$ cat src/design/pwm_regs_map.svh
// Register map constants for the channel count and mirror register bank.
// Assumes an 8-bit register port with a 5-bit byte address.
`ifndef PWM_REGS_MAP_SVH
`define PWM_REGS_MAP_SVH

// Address and data widths of the register port
`define REG_ADDR_W      5
`define REG_DATA_W      8

// Each channel owns a group of four byte addresses starting at channel * 4
`define CH_GROUP_SHIFT  2
`define SLOT_OFS_LOW    2'h0
`define SLOT_CNT_HIGH   2'h1
`define SLOT_CNT_LOW    2'h2

// Shared mirror registers
`define ADDR_RUN_MIR    5'h18
`define ADDR_RELOAD_MIR 5'h19
`define ADDR_LEVEL_MIR  5'h1a

// Reset value of every mirror bit and the read value of unmapped space
`define MIRROR_RESET    1'b0
`define READ_ZERO       8'h00

// Counter byte split
`define CNT_HIGH_MSB    15
`define CNT_HIGH_LSB    8
`define CNT_LOW_MSB     7
`define CNT_STEP        16'h0001

// Most channels whose mirror bits fit below the unimplemented upper bits
`define MAX_CHANNELS    5

`endif

$ cat src/design/pwm_regs_pkg.sv
// Types shared by the channel count and mirror register bank.
// Assumes the map header is compiled alongside.
package pwm_regs_pkg;

	// One register port request, sampled on the rising clock edge
	typedef struct packed {
		logic       wr;
		logic       rd;
		logic [4:0] addr;
		logic [7:0] wdata;
	} reg_req_s;

	// Per-channel data held in this bank
	typedef struct packed {
		logic [7:0]  phase_shift_low;
		logic [15:0] channel_counter;
	} chan_data_s;

endpackage

$ cat src/design/pwm_count_and_mirror_regs.sv
// Offset low byte, timer counter bytes and shared mirror bits of a multi-channel PWM.
// Assumes one synchronous clock domain, a single-cycle register port and a
// waveform engine outside that supplies count ticks, reload completion and pin levels.
//
// How it works
// - Each channel keeps a read/write low byte of its offset compare value.
// - Each channel's counter high byte is readable and writable by software.
// - Each channel's counter low byte is readable and writable by software.
// - Run mirror low bits are the very storage of each channel's enable bit.
// - Reload mirror low bits are the very storage of each channel's load-arm bit.
// - Mirror bits above the low NUM_CH bits read zero and ignore writes.
// - Level mirror low bits are the very storage of each channel's output bit.
`timescale 1ns/1ps
`include "pwm_regs_map.svh"

module pwm_count_and_mirror_regs #(
	parameter int NUM_CH = 3 // Number of PWM channels
) (
	input  wire logic                               i_clk_sys,     // System clock, 40 MHz
	input  wire logic                               i_srst,        // Synchronous reset, high
	input  wire pwm_regs_pkg::reg_req_s             i_req,         // Register port request
	output logic [7:0]                              o_rdata,       // Read data, cycle after read
	input  wire logic [NUM_CH-1:0]                  i_count_tick,  // Per-channel count enable pulse
	input  wire logic [NUM_CH-1:0]                  i_reload_done, // Reload taken, clears arm
	input  wire logic [NUM_CH-1:0]                  i_level_upd,   // Engine updates pin level
	input  wire logic [NUM_CH-1:0]                  i_level_val,   // New pin level value
	output logic [NUM_CH-1:0]                       o_run,         // Channel enable bits
	output logic [NUM_CH-1:0]                       o_reload_arm,  // Channel load-arm bits
	output logic [NUM_CH-1:0]                       o_pin_level,   // Channel output state bits
	output pwm_regs_pkg::chan_data_s [NUM_CH-1:0]   o_chan_data    // Offset low and counters
);
	import pwm_regs_pkg::*;

	////////////////////////////////////////////////////////////////////////////////
	// Elaboration checks

	// Mirror bits must all fit below the unimplemented upper positions
	if (NUM_CH < 1 || NUM_CH > `MAX_CHANNELS)
	begin
		$error("NUM_CH out of range");
	end

	////////////////////////////////////////////////////////////////////////////////
	// State

	chan_data_s [NUM_CH-1:0] data_reg;
	chan_data_s [NUM_CH-1:0] data_next;
	logic [NUM_CH-1:0]       run_reg;
	logic [NUM_CH-1:0]       run_next;
	logic [NUM_CH-1:0]       arm_reg;
	logic [NUM_CH-1:0]       arm_next;
	logic [NUM_CH-1:0]       level_reg;
	logic [NUM_CH-1:0]       level_next;
	logic [7:0]              rdata_reg;
	logic [7:0]              rdata_next;

	// Address decode of the per-channel group
	logic [`REG_ADDR_W-`CH_GROUP_SHIFT-1:0] grp;
	logic [`CH_GROUP_SHIFT-1:0]             slot;

	assign grp  = i_req.addr[`REG_ADDR_W-1:`CH_GROUP_SHIFT];
	assign slot = i_req.addr[`CH_GROUP_SHIFT-1:0];

	////////////////////////////////////////////////////////////////////////////////
	// Offset and counter bytes

	// Software writes win over a count tick so a loaded value is never skipped
	always_comb
	begin
		data_next = data_reg;
		for (int ch = 0; ch < NUM_CH; ch++)
		begin
			// Counter advances only while its channel is enabled
			if (run_reg[ch] && i_count_tick[ch])
			begin
				data_next[ch].channel_counter = data_reg[ch].channel_counter + `CNT_STEP;
			end
			if (i_req.wr && grp == ch[`REG_ADDR_W-`CH_GROUP_SHIFT-1:0])
			begin
				case (slot)
					`SLOT_OFS_LOW:
					begin
						data_next[ch].phase_shift_low = i_req.wdata;
					end
					`SLOT_CNT_HIGH:
					begin
						data_next[ch].channel_counter[`CNT_HIGH_MSB:`CNT_HIGH_LSB] = i_req.wdata;
					end
					`SLOT_CNT_LOW:
					begin
						data_next[ch].channel_counter[`CNT_LOW_MSB:0] = i_req.wdata;
					end
					default:
					begin
						data_next[ch] = data_next[ch];
					end
				endcase
			end
		end
	end

	// data kept across reset
	// No reset here: these bytes power up unknown and survive a soft reset
	always_ff @(posedge i_clk_sys)
	begin
		data_reg <= data_next;
	end

	////////////////////////////////////////////////////////////////////////////////
	// Mirror bits

	// Only the low channel bits are stored; upper bits have no storage at all
	always_comb
	begin
		run_next   = run_reg;
		arm_next   = arm_reg;
		level_next = level_reg;
		// Hardware clears the arm once the reload is taken
		arm_next   = arm_next & ~i_reload_done;
		// Engine drives the level between software writes
		for (int ch = 0; ch < NUM_CH; ch++)
		begin
			if (i_level_upd[ch])
			begin
				level_next[ch] = i_level_val[ch];
			end
		end
		if (i_req.wr)
		begin
			case (i_req.addr)
				`ADDR_RUN_MIR:
				begin
					run_next = i_req.wdata[NUM_CH-1:0];
				end
				// arm storage write
				// A software set in the cycle of a reload still arms the next one
				`ADDR_RELOAD_MIR:
				begin
					arm_next = (arm_reg & ~i_reload_done & i_req.wdata[NUM_CH-1:0])
						| i_req.wdata[NUM_CH-1:0];
				end
				`ADDR_LEVEL_MIR:
				begin
					level_next = i_req.wdata[NUM_CH-1:0];
				end
				default:
				begin
					run_next = run_next;
				end
			endcase
		end
	end

	always_ff @(posedge i_clk_sys)
	begin
		if (i_srst)
		begin
			run_reg   <= {NUM_CH{`MIRROR_RESET}};
			arm_reg   <= {NUM_CH{`MIRROR_RESET}};
			level_reg <= {NUM_CH{`MIRROR_RESET}};
		end
		else
		begin
			run_reg   <= run_next;
			arm_reg   <= arm_next;
			level_reg <= level_next;
		end
	end

	////////////////////////////////////////////////////////////////////////////////
	// Read path

	// Read data exist only in the cycle after the strobe; zero otherwise
	always_comb
	begin
		rdata_next = `READ_ZERO;
		if (i_req.rd)
		begin
			case (i_req.addr)
				`ADDR_RUN_MIR:
				begin
					rdata_next[NUM_CH-1:0] = run_reg;
				end
				`ADDR_RELOAD_MIR:
				begin
					rdata_next[NUM_CH-1:0] = arm_reg;
				end
				`ADDR_LEVEL_MIR:
				begin
					rdata_next[NUM_CH-1:0] = level_reg;
				end
				default:
				begin
					for (int ch = 0; ch < NUM_CH; ch++)
					begin
						if (grp == ch[`REG_ADDR_W-`CH_GROUP_SHIFT-1:0])
						begin
							case (slot)
								`SLOT_OFS_LOW:
								begin
									rdata_next = data_reg[ch].phase_shift_low;
								end
								`SLOT_CNT_HIGH:
								begin
									rdata_next = data_reg[ch].channel_counter[`CNT_HIGH_MSB:`CNT_HIGH_LSB];
								end
								`SLOT_CNT_LOW:
								begin
									rdata_next = data_reg[ch].channel_counter[`CNT_LOW_MSB:0];
								end
								default:
								begin
									rdata_next = `READ_ZERO;
								end
							endcase
						end
					end
				end
			endcase
		end
	end

	// Read data register
	always_ff @(posedge i_clk_sys)
	begin
		if (i_srst)
		begin
			rdata_reg <= `READ_ZERO;
		end
		else
		begin
			rdata_reg <= rdata_next;
		end
	end

	////////////////////////////////////////////////////////////////////////////////
	// Outputs, all straight from flip-flops

	assign o_rdata      = rdata_reg;
	assign o_run        = run_reg;
	assign o_reload_arm = arm_reg;
	assign o_pin_level  = level_reg;
	assign o_chan_data  = data_reg;

endmodule

$ cat config.mk
export PLATFORM = sky130hd
export DESIGN_NAME = pwm_count_and_mirror_regs
export DESIGN_NICKNAME = d
export VERILOG_FILES = /design/src/design/pwm_regs_pkg.sv /design/src/design/pwm_count_and_mirror_regs.sv
export VERILOG_INCLUDE_DIRS = /design/src /design/src/design
export SDC_FILE = /design/constraint.sdc
export NUM_CORES = 1
export LEC_CHECK = 0
export BUFFER_PORTS_ARGS = -buffer_cell sky130_fd_sc_hd__buf_2
export CAP_MARGIN = 0
export CORE_MARGIN = 1.5
export CORE_UTILIZATION = 57
export DETAILED_ROUTE_END_ITERATION = 8
export GPL_ROUTABILITY_DRIVEN = 1
export HOLD_SLACK_MARGIN = 0.1
export PLACE_DENSITY = 0.85
export SETUP_SLACK_MARGIN = 0.02
export SYNTH_ARGS = -nofsm -noshare
export SYNTH_HDL_FRONTEND = slang
export SYNTH_SLANG_ARGS = --single-unit
$ cat constraint.sdc
create_clock -name i_clk_sys -period 5.05 [get_ports i_clk_sys]
set_input_delay 1.01 -clock i_clk_sys [delete_from_list [all_inputs] [get_ports i_clk_sys]]
set_output_delay 1.01 -clock i_clk_sys [all_outputs]
set_load 0.01 [all_outputs]
==> impl_metrics.tcl, run 1 <==
set metrics [dict create \
    path_clk_slew_ns 0.09 \
    placed_cells_incl_taps 700 \
    timing.critical_path.max_delay_family "simple AND/OR/NAND/NOR gates" \
    drt-wirelength-per-cell_um 17.59 \
    synthMostInstantiatedCell "nor2_1" \
    ant_nets 0 \
    start_util_pct 58.10 \
    gr-total-overflow 0 \
    yosysTopAreaCellShare_pct 29.29 \
    end_kind "flip-flop" \
    gpl.final_weighted_congestion 0.9513 \
    drc_errors 0 \
    fp.dieH_um 91.29 \
    numClockSinks 89 \
    root_buffer "clkbuf_8" \
    crit_chain "buf_2, inv_1, nand3b_1, nor3_1" \
    max_clock_freq_mhz 370.9 \
    powerDensity_mw_per_mm2 378.9 \
    run_status "completed" \
    layout-drive-gt1-share_pct 23.78 \
    fin_crit_sh_pct 53.39 \
    detailed_place_hpwl_mm 8.949 \
    synth_enable_flop_cells 24 \
    rsz0062_at_grt "no" \
    clk_latency_ns 0.37 \
    synthFlopType "dfxtp_1" \
    cts_hold_buf 0 \
    worst_pin_slew_ns 1.085 \
    track_usage_pct 30.57 \
    final-max-slew-violation-count 0 \
    synthCells 503 \
    worst-setup-path-type "input port to flip-flop" \
    critPathArrivalTime_ns 2.69 \
    finish.net_count 641 \
    async_flop_share_pct 0 \
    netlist_top_cells_count "nor2_1 (70), dfxtp_1 (65), a21oi_1 (57), nand2_1 (51), mux2i_1 (34)" \
    synth.yosys.warnings 0 \
    routed_wl_mm 12.60 \
    cts_tree "yes" \
    vias 4279 \
    maximum_cell_stage_delay_along_the_critical_path_ns 0.86 \
    syn_area_mm2 0.004443 \
    critical_path.max_fanout 34 \
    worst_slew_margin_rel_pct 27.09 \
    finalClockSkew_ns 0.007387 \
    grt_max_degree 35 \
    worst-r2r-setup-slack_ns 3.27 \
    design.core.area_mm2 0.007647 \
    total_of_flip_flops_plus_latches_after_synthesis 89 \
    cp-startpoint "i_req[9]" \
    critical_path.n_buffers_inverters 2 \
    layout.area.seq_mm2 0.002022 \
    antenna_found_initial 0 \
    ys_seq_area_share_pct 45.51 \
    vdd_ir_drop_max_mv 0.1941 \
    antenna_cells_inserted 0 \
    holdCritStartpoint "o_chan_data[11]" \
    floorplan.die_area_mm2 0.008333 \
    die_w_um 91.29 \
    post-cts-setup-buffer-count 0 \
    yosysUniqueCellTypes 43 \
    synthDominantAreaCellType "dfxtp_1" \
    drv.max_cap_violation_count 0 \
    post_synth_main_area_contributors "dfxtp_1 (29%), edfxtp_1 (16%), mux2i_1 (7.7%)" \
    multi_input_area_mm2 0.002292 \
    synth_fp_nets 535 \
    static-leakage-power_nw 2.201 \
    crit-reg2reg-launch "o_run[1]" \
    floorplan.rows 32 \
    numCtsBuffers 9 \
    finalWorstPathRequiredPeriod_ns 2.696 \
    routed_via_density 5.976 \
    critical_path.slowest_cell "nor3_1" \
    clock_tree.buffer_depth 2 \
    hold_path_class "flip-flop to flip-flop" \
    wire_length_of_the_first_global_routing_pass_mm 19.73 \
    fill_cells 611 \
    area_growth_pct 19.04 \
    detail_route.iter0.violations 351 \
    worstSetupStartpointType "input port" \
    number_of_global_route_vias_before_repair 3872 \
    timing.setup.tns_ns 0 \
    cts_resized 0 \
    drtPass1Iterations 5 \
    timing_hold_violations_final 0 \
    design.portCount 118 \
    cts_htree_levels 3 \
    crit_required_ns 5.04 \
    synth.avg_cell_area_um2 8.833 \
    finalSetupViolCount 0 \
    io_buffer_count 117 \
    final_cells 716 \
]
[cell type report]
type / instances / area share, %
clock inverter: 6 / 1.703
sequential: 89 / 38.23
inverter: 7 / 0.4968
tap: 102 / 2.413
multi-input combinational: 384 / 43.34
clock buffer: 10 / 2.602
timing repair buffer: 118 / 11.21
[placed cells by master (no fill, tap or decap), types with 16 or more instances in the layout]
cell | Yosys | routed
nand3_1 | 16 | 16
xor2_1 | 26 | 26
buf_2 | 4 | 117
dfxtp_1 | 65 | 65
mux2i_1 | 34 | 34
edfxtp_1 | 24 | 24
o21ai_0 | 33 | 33
nor2_1 | 70 | 70
xnor2_1 | 19 | 19
a21oi_1 | 57 | 57
nand2_1 | 51 | 51
[power breakdown]
group / leakage, nW / switching (W) / internal (W)
Sequential: 0.758 / 0.000167 / 0.000838
Clock: 0.109 / 0.000266 / 0.000293
Combinational: 1.33 / 0.000234 / 0.000207
[worst min-delay path, cell delays in order, from the launching register on]
cell and delay (ns):
dfxtp_1 0.36, xnor2_1 0.16, a21oi_1 0.06
[state kept, by name, summed over array words and instances, names as in the netlist]
signal and flops:
o_chan_data 72, o_pin_level 3, o_rdata 8, o_reload_arm 3, o_run 3
[cells by family (layout without fill, tap and decap cells)]
group	count (synthesis)	after routing	synth area share, %
AOI/OAI and AO/OA	108	108	13.29
adders and majority gates	3	3	0.8449
buffers and inverters	30	141	2.901
xor gates and xnor gates	45	45	8.871
muxes	35	35	7.913
and+or+nand+nor	193	193	20.67
DFF	89	89	45.51
[per-layer routing]
layer	GRT usage, %	vias to the layer above	share of wire, %
li1	-	1978	-
met1	41.35	1995	42
met2	46.89	269	45
met3	5.946	37	9.6
met4	14.71	0	3.3
met5	0	-	0
[path summary, 6_finish.rpt]
kind / end / cells past startpoint
setup / recovery: o_chan_data[22] / 4
hold / removal: o_chan_data[11] / 2
setup reg to reg: o_chan_data[39] / 5
hold reg to reg: o_chan_data[11] / 2
[metrics by stage]
step	total power, W	area (um^2)	worst slack (ns)	hold slack [ns]	utilization [%]
finish	0.002004	5289	2.354	0.6072	69.16
global route	0.002092	5289	2.256	0.6295	69.16
CTS	0.001998	5289	2.362	0.5997	69.16
detailed placement	0.001449	5061	2.020	0.5810	66.18
global placement	0.001432	5061	2.123	0.5770	66.18
floorplan	0.001247	4443	2.674	0.5718	-
No activity file was read; power rests on OpenSTA's default activity.
==> inputs of run 2 (changes only) <==
--- a/config.mk
+++ b/config.mk
@@ -6,14 +6,15 @@
 export SDC_FILE = /design/constraint.sdc
 export NUM_CORES = 1
 export LEC_CHECK = 0
+export ABC_AREA = 1
 export BUFFER_PORTS_ARGS = -buffer_cell sky130_fd_sc_hd__buf_2
 export CAP_MARGIN = 0
 export CORE_MARGIN = 1.5
-export CORE_UTILIZATION = 57
+export CORE_UTILIZATION = 48
 export DETAILED_ROUTE_END_ITERATION = 8
 export GPL_ROUTABILITY_DRIVEN = 1
 export HOLD_SLACK_MARGIN = 0.1
-export PLACE_DENSITY = 0.85
+export PLACE_DENSITY = 0.76
 export SETUP_SLACK_MARGIN = 0.02
 export SYNTH_ARGS = -nofsm -noshare
 export SYNTH_HDL_FRONTEND = slang
==> constraint.sdc (replaced) <==
create_clock -name i_clk_sys -period 2.35 [get_ports i_clk_sys]
set_input_delay 0.47 -clock i_clk_sys [delete_from_list [all_inputs] [get_ports i_clk_sys]]
set_output_delay 0.47 -clock i_clk_sys [all_outputs]
set_load 0.01 [all_outputs]
==> run 2 against run 1 <==
Against the previous run: sequential power is 110% higher; synthesized cell count is 26% higher; final cell count is 24% higher; flip-flop and latch count stayed put; final area is 5.9% higher; largest power group unchanged.
==> impl_metrics.tcl, run 2 <==
set metrics [dict create \
    max_clock_freq_mhz 577.0 \
    layout.cells.most_common "nand2_1" \
    numCtsBuffers 9 \
    critical_path.max_fanout 7 \
    worst-r2r-setup-slack_ns 0.62 \
    seq_power_share_pct 47.4 \
    die_w_um 101.5 \
    vias 4872 \
    track_usage_pct 29.14 \
    timing.setup.tns_ns 0 \
    worst_slew_margin_rel_pct 72.42 \
    worst_pin_slew_ns 0.4127 \
    finalSetupViolCount 0 \
    fin_ws_ns 0.6168 \
    largest_reg_flops 72 \
    run_status "completed" \
    number_of_global_route_vias_before_repair 4458 \
    rsz0062_at_grt "no" \
    layout.core_utilization_pct 60.04 \
    area_growth_pct 20.19 \
    antenna_found_initial 0 \
    crit_chain "ha_1, nand3_1, nor2_1, nand2_1, nor2_1, nand3b_1, o21ai_0" \
    gr-total-overflow 0 \
    cts_htree_levels 3 \
    worstSetupStartpointType "flip-flop" \
    holdCritStartpoint "i_srst" \
    grt_max_degree 25 \
    post-cts-setup-buffer-count 0 \
    netlist_top_cells_count "nand2_1 (170), inv_1 (70), dfxtp_1 (65), nor2_1 (58), a21oi_1 (51)" \
    drt-wirelength-per-cell_um 16.69 \
    gpl.final_weighted_congestion 0.9129 \
    hold_path_class "input port to flip-flop" \
    critical_path.slowest_cell "dfxtp_1" \
    yosysTopAreaCellShare_pct 27.93 \
    drc_errors 0 \
    wire_length_of_the_first_global_routing_pass_mm 22.66 \
    crit_required_ns 2.58 \
    total_of_flip_flops_plus_latches_after_synthesis 89 \
    design.core.area_mm2 0.009328 \
    start_util_pct 49.95 \
    path_common_cell "nor2_1" \
    powerDensity_mw_per_mm2 808.2 \
    placed_cells_incl_taps 872 \
    synthMostInstantiatedCell "nand2_1" \
    hold_path_end "o_reload_arm[1]" \
    cts_hold_buf 0 \
    crit-reg2reg-launch "o_chan_data[48]" \
    finalWorstPathRequiredPeriod_ns 1.733 \
    drv.max_cap_violation_count 0 \
    place_worst_setup_slack_ns 0.4063 \
    synth.yosys.warnings 0 \
    cts_tree "yes" \
    final-max-slew-violation-count 0 \
    maximum_cell_stage_delay_along_the_critical_path_ns 0.46 \
    numClockSinks 89 \
    cts_resized 0 \
    design.portCount 118 \
    detailed_place_hpwl_mm 11.15 \
    detail_route.iter0.violations 394 \
    clock_tree.buffer_depth 2 \
    synthCells 634 \
    comb_power_share_pct 24.0 \
    ant_nets 0 \
    static-leakage-power_nw 2.696 \
    root_buffer "clkbuf_8" \
    clk_latency_ns 0.36 \
    drtPass1Iterations 5 \
    finish.net_count 786 \
    routed_via_density 5.486 \
    end_kind "flip-flop" \
    yosysUniqueCellTypes 35 \
    power_switching_share_pct 34.69 \
    ys_seq_area_share_pct 43.39 \
    cell_internal_power_dissipation_w 0.002956 \
    fp.dieH_um 101.5 \
    synth_enable_flop_cells 24 \
    timing_hold_violations_final 0 \
    fill_cells 883 \
    fin_crit_sh_pct 73.75 \
    critical_path.reg2reg.endpoint "o_chan_data[56]" \
    synth_fp_nets 666 \
    syn_area_mm2 0.004659 \
    layout-drive-gt1-share_pct 21.34 \
    timing.hold.worst_path_depth 2 \
    worst-setup-path-type "flip-flop to flip-flop" \
    antenna_cells_inserted 0 \
    finalClockSkew_ns 0.009677 \
    synthFlopType "dfxtp_1" \
    io_buffer_count 117 \
    synthDominantAreaCellType "dfxtp_1" \
    final_cells 888 \
    routed_wl_mm 14.82 \
    post_synth_main_area_contributors "dfxtp_1 (28%), edfxtp_1 (15%), nand2_1 (14%)" \
    async_flop_share_pct 0 \
    net-switching-power_w 0.001570 \
    most_frequent_cells_in_the_layout "nand2_1 (170), buf_2 (117), inv_1 (70), dfxtp_1 (65), nor2_1 (58)" \
    path_clk_slew_ns 0.09 \
    floorplan.die_area_mm2 0.01031 \
    clk_pwr_share_pct 28.5 \
    synth.avg_cell_area_um2 7.349 \
    r2r.worst_path.cells 7 \
    floorplan.rows 35 \
    vdd_ir_drop_max_mv 0.4091 \
    critPathArrivalTime_ns 1.96 \
]
==> run 2: cell families after synthesis <==
group	Yosys count	synth area share, %
compound gates	122	14.77
xor+xnor	21	3.947
fa+ha+maj	3	0.8057
buf+inv	88	7.975
flops	89	43.39
mux	1	0.2148
simple gates	310	28.89
==> run 2: cell type report <==
class / instances / area [um^2] / share of cell area, %
multi-input combinational: 457 / 2266 / 40.46
sequential: 89 / 2022 / 36.10
timing repair buffer: 121 / 615.6 / 10.99
inverter: 76 / 290.3 / 5.183
tap: 129 / 161.4 / 2.882
clock buffer: 9 / 123.9 / 2.212
clock inverter: 7 / 121.4 / 2.167
==> run 2: worst max-delay path: cells and delay by family, from the launching register on <==
| kind | cells | cell delay, ns |
|---|---|---|
| AO/OA/AOI/OAI | 1 | 0.10 |
| flip-flops | 1 | 0.46 |
| AND/OR/NAND/NOR | 5 | 0.84 |
| adder cells (fa/ha/maj) | 1 | 0.21 |
==> run 2: how the worst max path moves through the flow <==
stage,start,end,cells past startpoint
after floorplan,i_req[8],o_chan_data[40],3
after global placement,i_req[9],o_chan_data[35],9
after detailed placement,i_req[9],o_chan_data[35],9
after CTS,o_chan_data[48],o_chan_data[56],7
after global routing,o_chan_data[48],o_chan_data[62],8
final,o_chan_data[48],o_chan_data[56],7
==> run 2: through the flow <==
stage / total power, W / hold slack [ns] / cell area [um^2]
after floorplan: 0.002741 / 0.5261 / 4659
after global placement: 0.003216 / 0.5179 / 5355
after detailed placement: 0.003240 / 0.5472 / 5355
after CTS: 0.004516 / 0.3051 / 5600
after global routing: 0.004752 / 0.3127 / 5600
final: 0.004526 / 0.3159 / 5600
==> run 2: power by group through the flow <==
stage	sequential, W	combinational [W]	clock [W]
after floorplan	0.00218	0.000560	0
after global placement	0.00216	0.00105	0
after detailed placement	0.00217	0.00107	0
after CTS	0.00213	0.00108	0.00130
after global routing	0.00218	0.00122	0.00136
final	0.00215	0.00109	0.00129
==> run 2: metal layers <==
metal	GRT usage, %	wire length [um]
met2	47.03	6807
met5	0	0
met4	11.86	420
met3	4.210	1193
met1	39.36	6395
==> inputs of run 3 (changes only) <==
--- a/config.mk
+++ b/config.mk
@@ -10,11 +10,11 @@
 export BUFFER_PORTS_ARGS = -buffer_cell sky130_fd_sc_hd__buf_2
 export CAP_MARGIN = 0
 export CORE_MARGIN = 1.5
-export CORE_UTILIZATION = 48
+export CORE_UTILIZATION = 53
 export DETAILED_ROUTE_END_ITERATION = 8
 export GPL_ROUTABILITY_DRIVEN = 1
 export HOLD_SLACK_MARGIN = 0.1
-export PLACE_DENSITY = 0.76
+export PLACE_DENSITY = 0.8
 export SETUP_SLACK_MARGIN = 0.02
 export SYNTH_ARGS = -nofsm -noshare
 export SYNTH_HDL_FRONTEND = slang
==> constraint.sdc (replaced) <==
create_clock -name i_clk_sys -period 1.7 [get_ports i_clk_sys]
set_input_delay 0.34 -clock i_clk_sys [delete_from_list [all_inputs] [get_ports i_clk_sys]]
set_output_delay 0.34 -clock i_clk_sys [all_outputs]
set_load 0.01 [all_outputs]
==> run 3 against run 2 <==
Against the previous run: sequential share of layout area shrank 0.29 points; flip-flop and latch count stayed put; global-route usage up 1.8 points; wire length shrank 1.7%; clock power increased by 9%; die area fell by 9.2%; critical path type unchanged; largest power group unchanged.
==> impl_metrics.tcl, run 3 (synthesized netlist as in run 2, its figures left out) <==
set metrics [dict create \
    vias 4921 \
    root_buffer "clkbuf_8" \
    rsz0062_at_grt "no" \
    fp.dieH_um 96.76 \
    antenna_cells_inserted 0 \
    crit-reg2reg-launch "o_chan_data[28]" \
    grt_most_used_layer "met2" \
    crit_required_ns 1.96 \
    number_of_global_route_vias_before_repair 4407 \
    io_buffer_count 117 \
    drt-wirelength-per-cell_um 16.49 \
    fin_hold_ws_ns 0.1964 \
    numCtsBuffers 9 \
    floorplan.die_area_mm2 0.009363 \
    layout.core_utilization_pct 65.42 \
    grt_use_met2_pct 48.52 \
    overall_power_of_the_completed_layout_w 0.005963 \
    drc_errors 0 \
    largest_reg_flops 72 \
    fin_crit_sh_pct 89.73 \
    layout.cells.most_common "nand2_1" \
    powerDensity_mw_per_mm2 1055 \
    design.core.area_mm2 0.008636 \
    clock_tree.buffer_depth 2 \
    detailed_place_hpwl_mm 10.98 \
    finalSetupViolCount 0 \
    grt_max_degree 25 \
    worst_slew_margin_rel_pct 74.58 \
    max_clock_freq_mhz 655.6 \
    cts_tree "yes" \
    area_growth_pct 21.24 \
    track_usage_pct 30.93 \
    die_w_um 96.76 \
    worst_pin_slew_ns 0.3792 \
    finish.net_count 802 \
    timing.setup.tns_ns 0 \
    static-leakage-power_nw 2.736 \
    numClockSinks 89 \
    detail_route.iter0.violations 289 \
    gpl.final_weighted_congestion 0.9450 \
    path_clk_slew_ns 0.09 \
    start_util_pct 53.96 \
    gr-total-overflow 0 \
    run_status "completed" \
    floorplan.rows 34 \
    routed_wl_mm 14.56 \
    worstSetupStartpointType "flip-flop" \
    design.portCount 118 \
    final-max-slew-violation-count 0 \
    clk_latency_ns 0.37 \
    most_frequent_cells_in_the_layout "nand2_1 (170), buf_2 (117), inv_1 (70), dfxtp_1 (64), nor2_1 (57)" \
    globalRouteMet3Util_pct 4.841 \
    vdd_ir_drop_max_mv 0.5420 \
    cts_htree_levels 3 \
    critPathArrivalTime_ns 1.79 \
    finalWorstPathRequiredPeriod_ns 1.525 \
    layout-drive-gt1-share_pct 23.23 \
    finalClockSkew_ns 0.01095 \
    drtPass1Iterations 5 \
    hold_path_class "input port to flip-flop" \
    ant_nets 0 \
    antenna_found_initial 0 \
    post-cts-setup-buffer-count 0 \
    holdCritStartpoint "i_srst" \
    end_kind "flip-flop" \
    wire_length_of_the_first_global_routing_pass_mm 22.76 \
    timing_hold_violations_final 0 \
    drv.max_cap_violation_count 0 \
    globalRouteMet1Util_pct 42.48 \
    routed_via_density 5.573 \
    critical_path.max_fanout 6 \
    worst-setup-path-type "flip-flop to flip-flop" \
    cp-startpoint "o_chan_data[28]" \
]
==> run 3: cell count changes in the layout (fill, tap and decap cells not counted), sizes merged <==
cell	previous run	this run
buf	121	137
bufinv	3	0
clkinvlp	0	3
inv	79	80
clkinv	1	0
==> run 3: final timing paths <==
| kind | end | slack (ns) | cells past startpoint |
|---|---|---|---|
| max | o_chan_data[37] | 0.17 | 7 |
| min | o_reload_arm[0] | 0.20 | 2 |
| max reg2reg | o_chan_data[37] | 0.17 | 7 |
| min reg2reg | o_reload_arm[0] | 0.54 | 2 |
==> run 3: through the flow <==
step	setup WS, ns	std cells	cell area, um^2
floorplan	0.1300	634	4659
detailed placement	0.09337	867	5461
global route	0.02445	883	5649
global placement	0.1263	867	5461
finish	0.1746	883	5649
CTS	0.1773	883	5645
==> run 3: what timing repair did <==
action / CTS / global route
hold buffers: 0 / 0
gates resized for setup: 0 / 2
setup endpoints to repair: 0 / 3
==> run 3: where the power goes <==
part	switching [W]	internal [W]	total, W
combinational	0.000977	0.000675	0.00165
clock	0.000846	0.000556	0.00140
sequential	0.000414	0.00249	0.00291
total	0.00224	0.00373	0.00596
==> run 3: worst max-delay path, stage by stage (launching register included) <==
cell	delay (ns)
dfxtp_1	0.46
nand2_1	0.12
nor2_2	0.30
nand3_2	0.15
nor2_2	0.17
nand3_1	0.09
nand2_1	0.08
a21oi_1	0.06
==> run 3: metal layers <==
metal / vias up / wire length [um]
met2: 257 / 6550
met4: 0 / 442
met1: 2271 / 6130
met3: 38 / 1436
met5: - / 0
li1: 2355 / -
==> run 3: final cells by class <==
cell class	count	area, um^2
clock buffer	9	123.9
clock inverter	7	60.06
fill	791	2987
inverter	76	290.3
multi-input combinational	457	2268
sequential	89	2023
tap	108	135.1
timing repair buffer	137	748.2
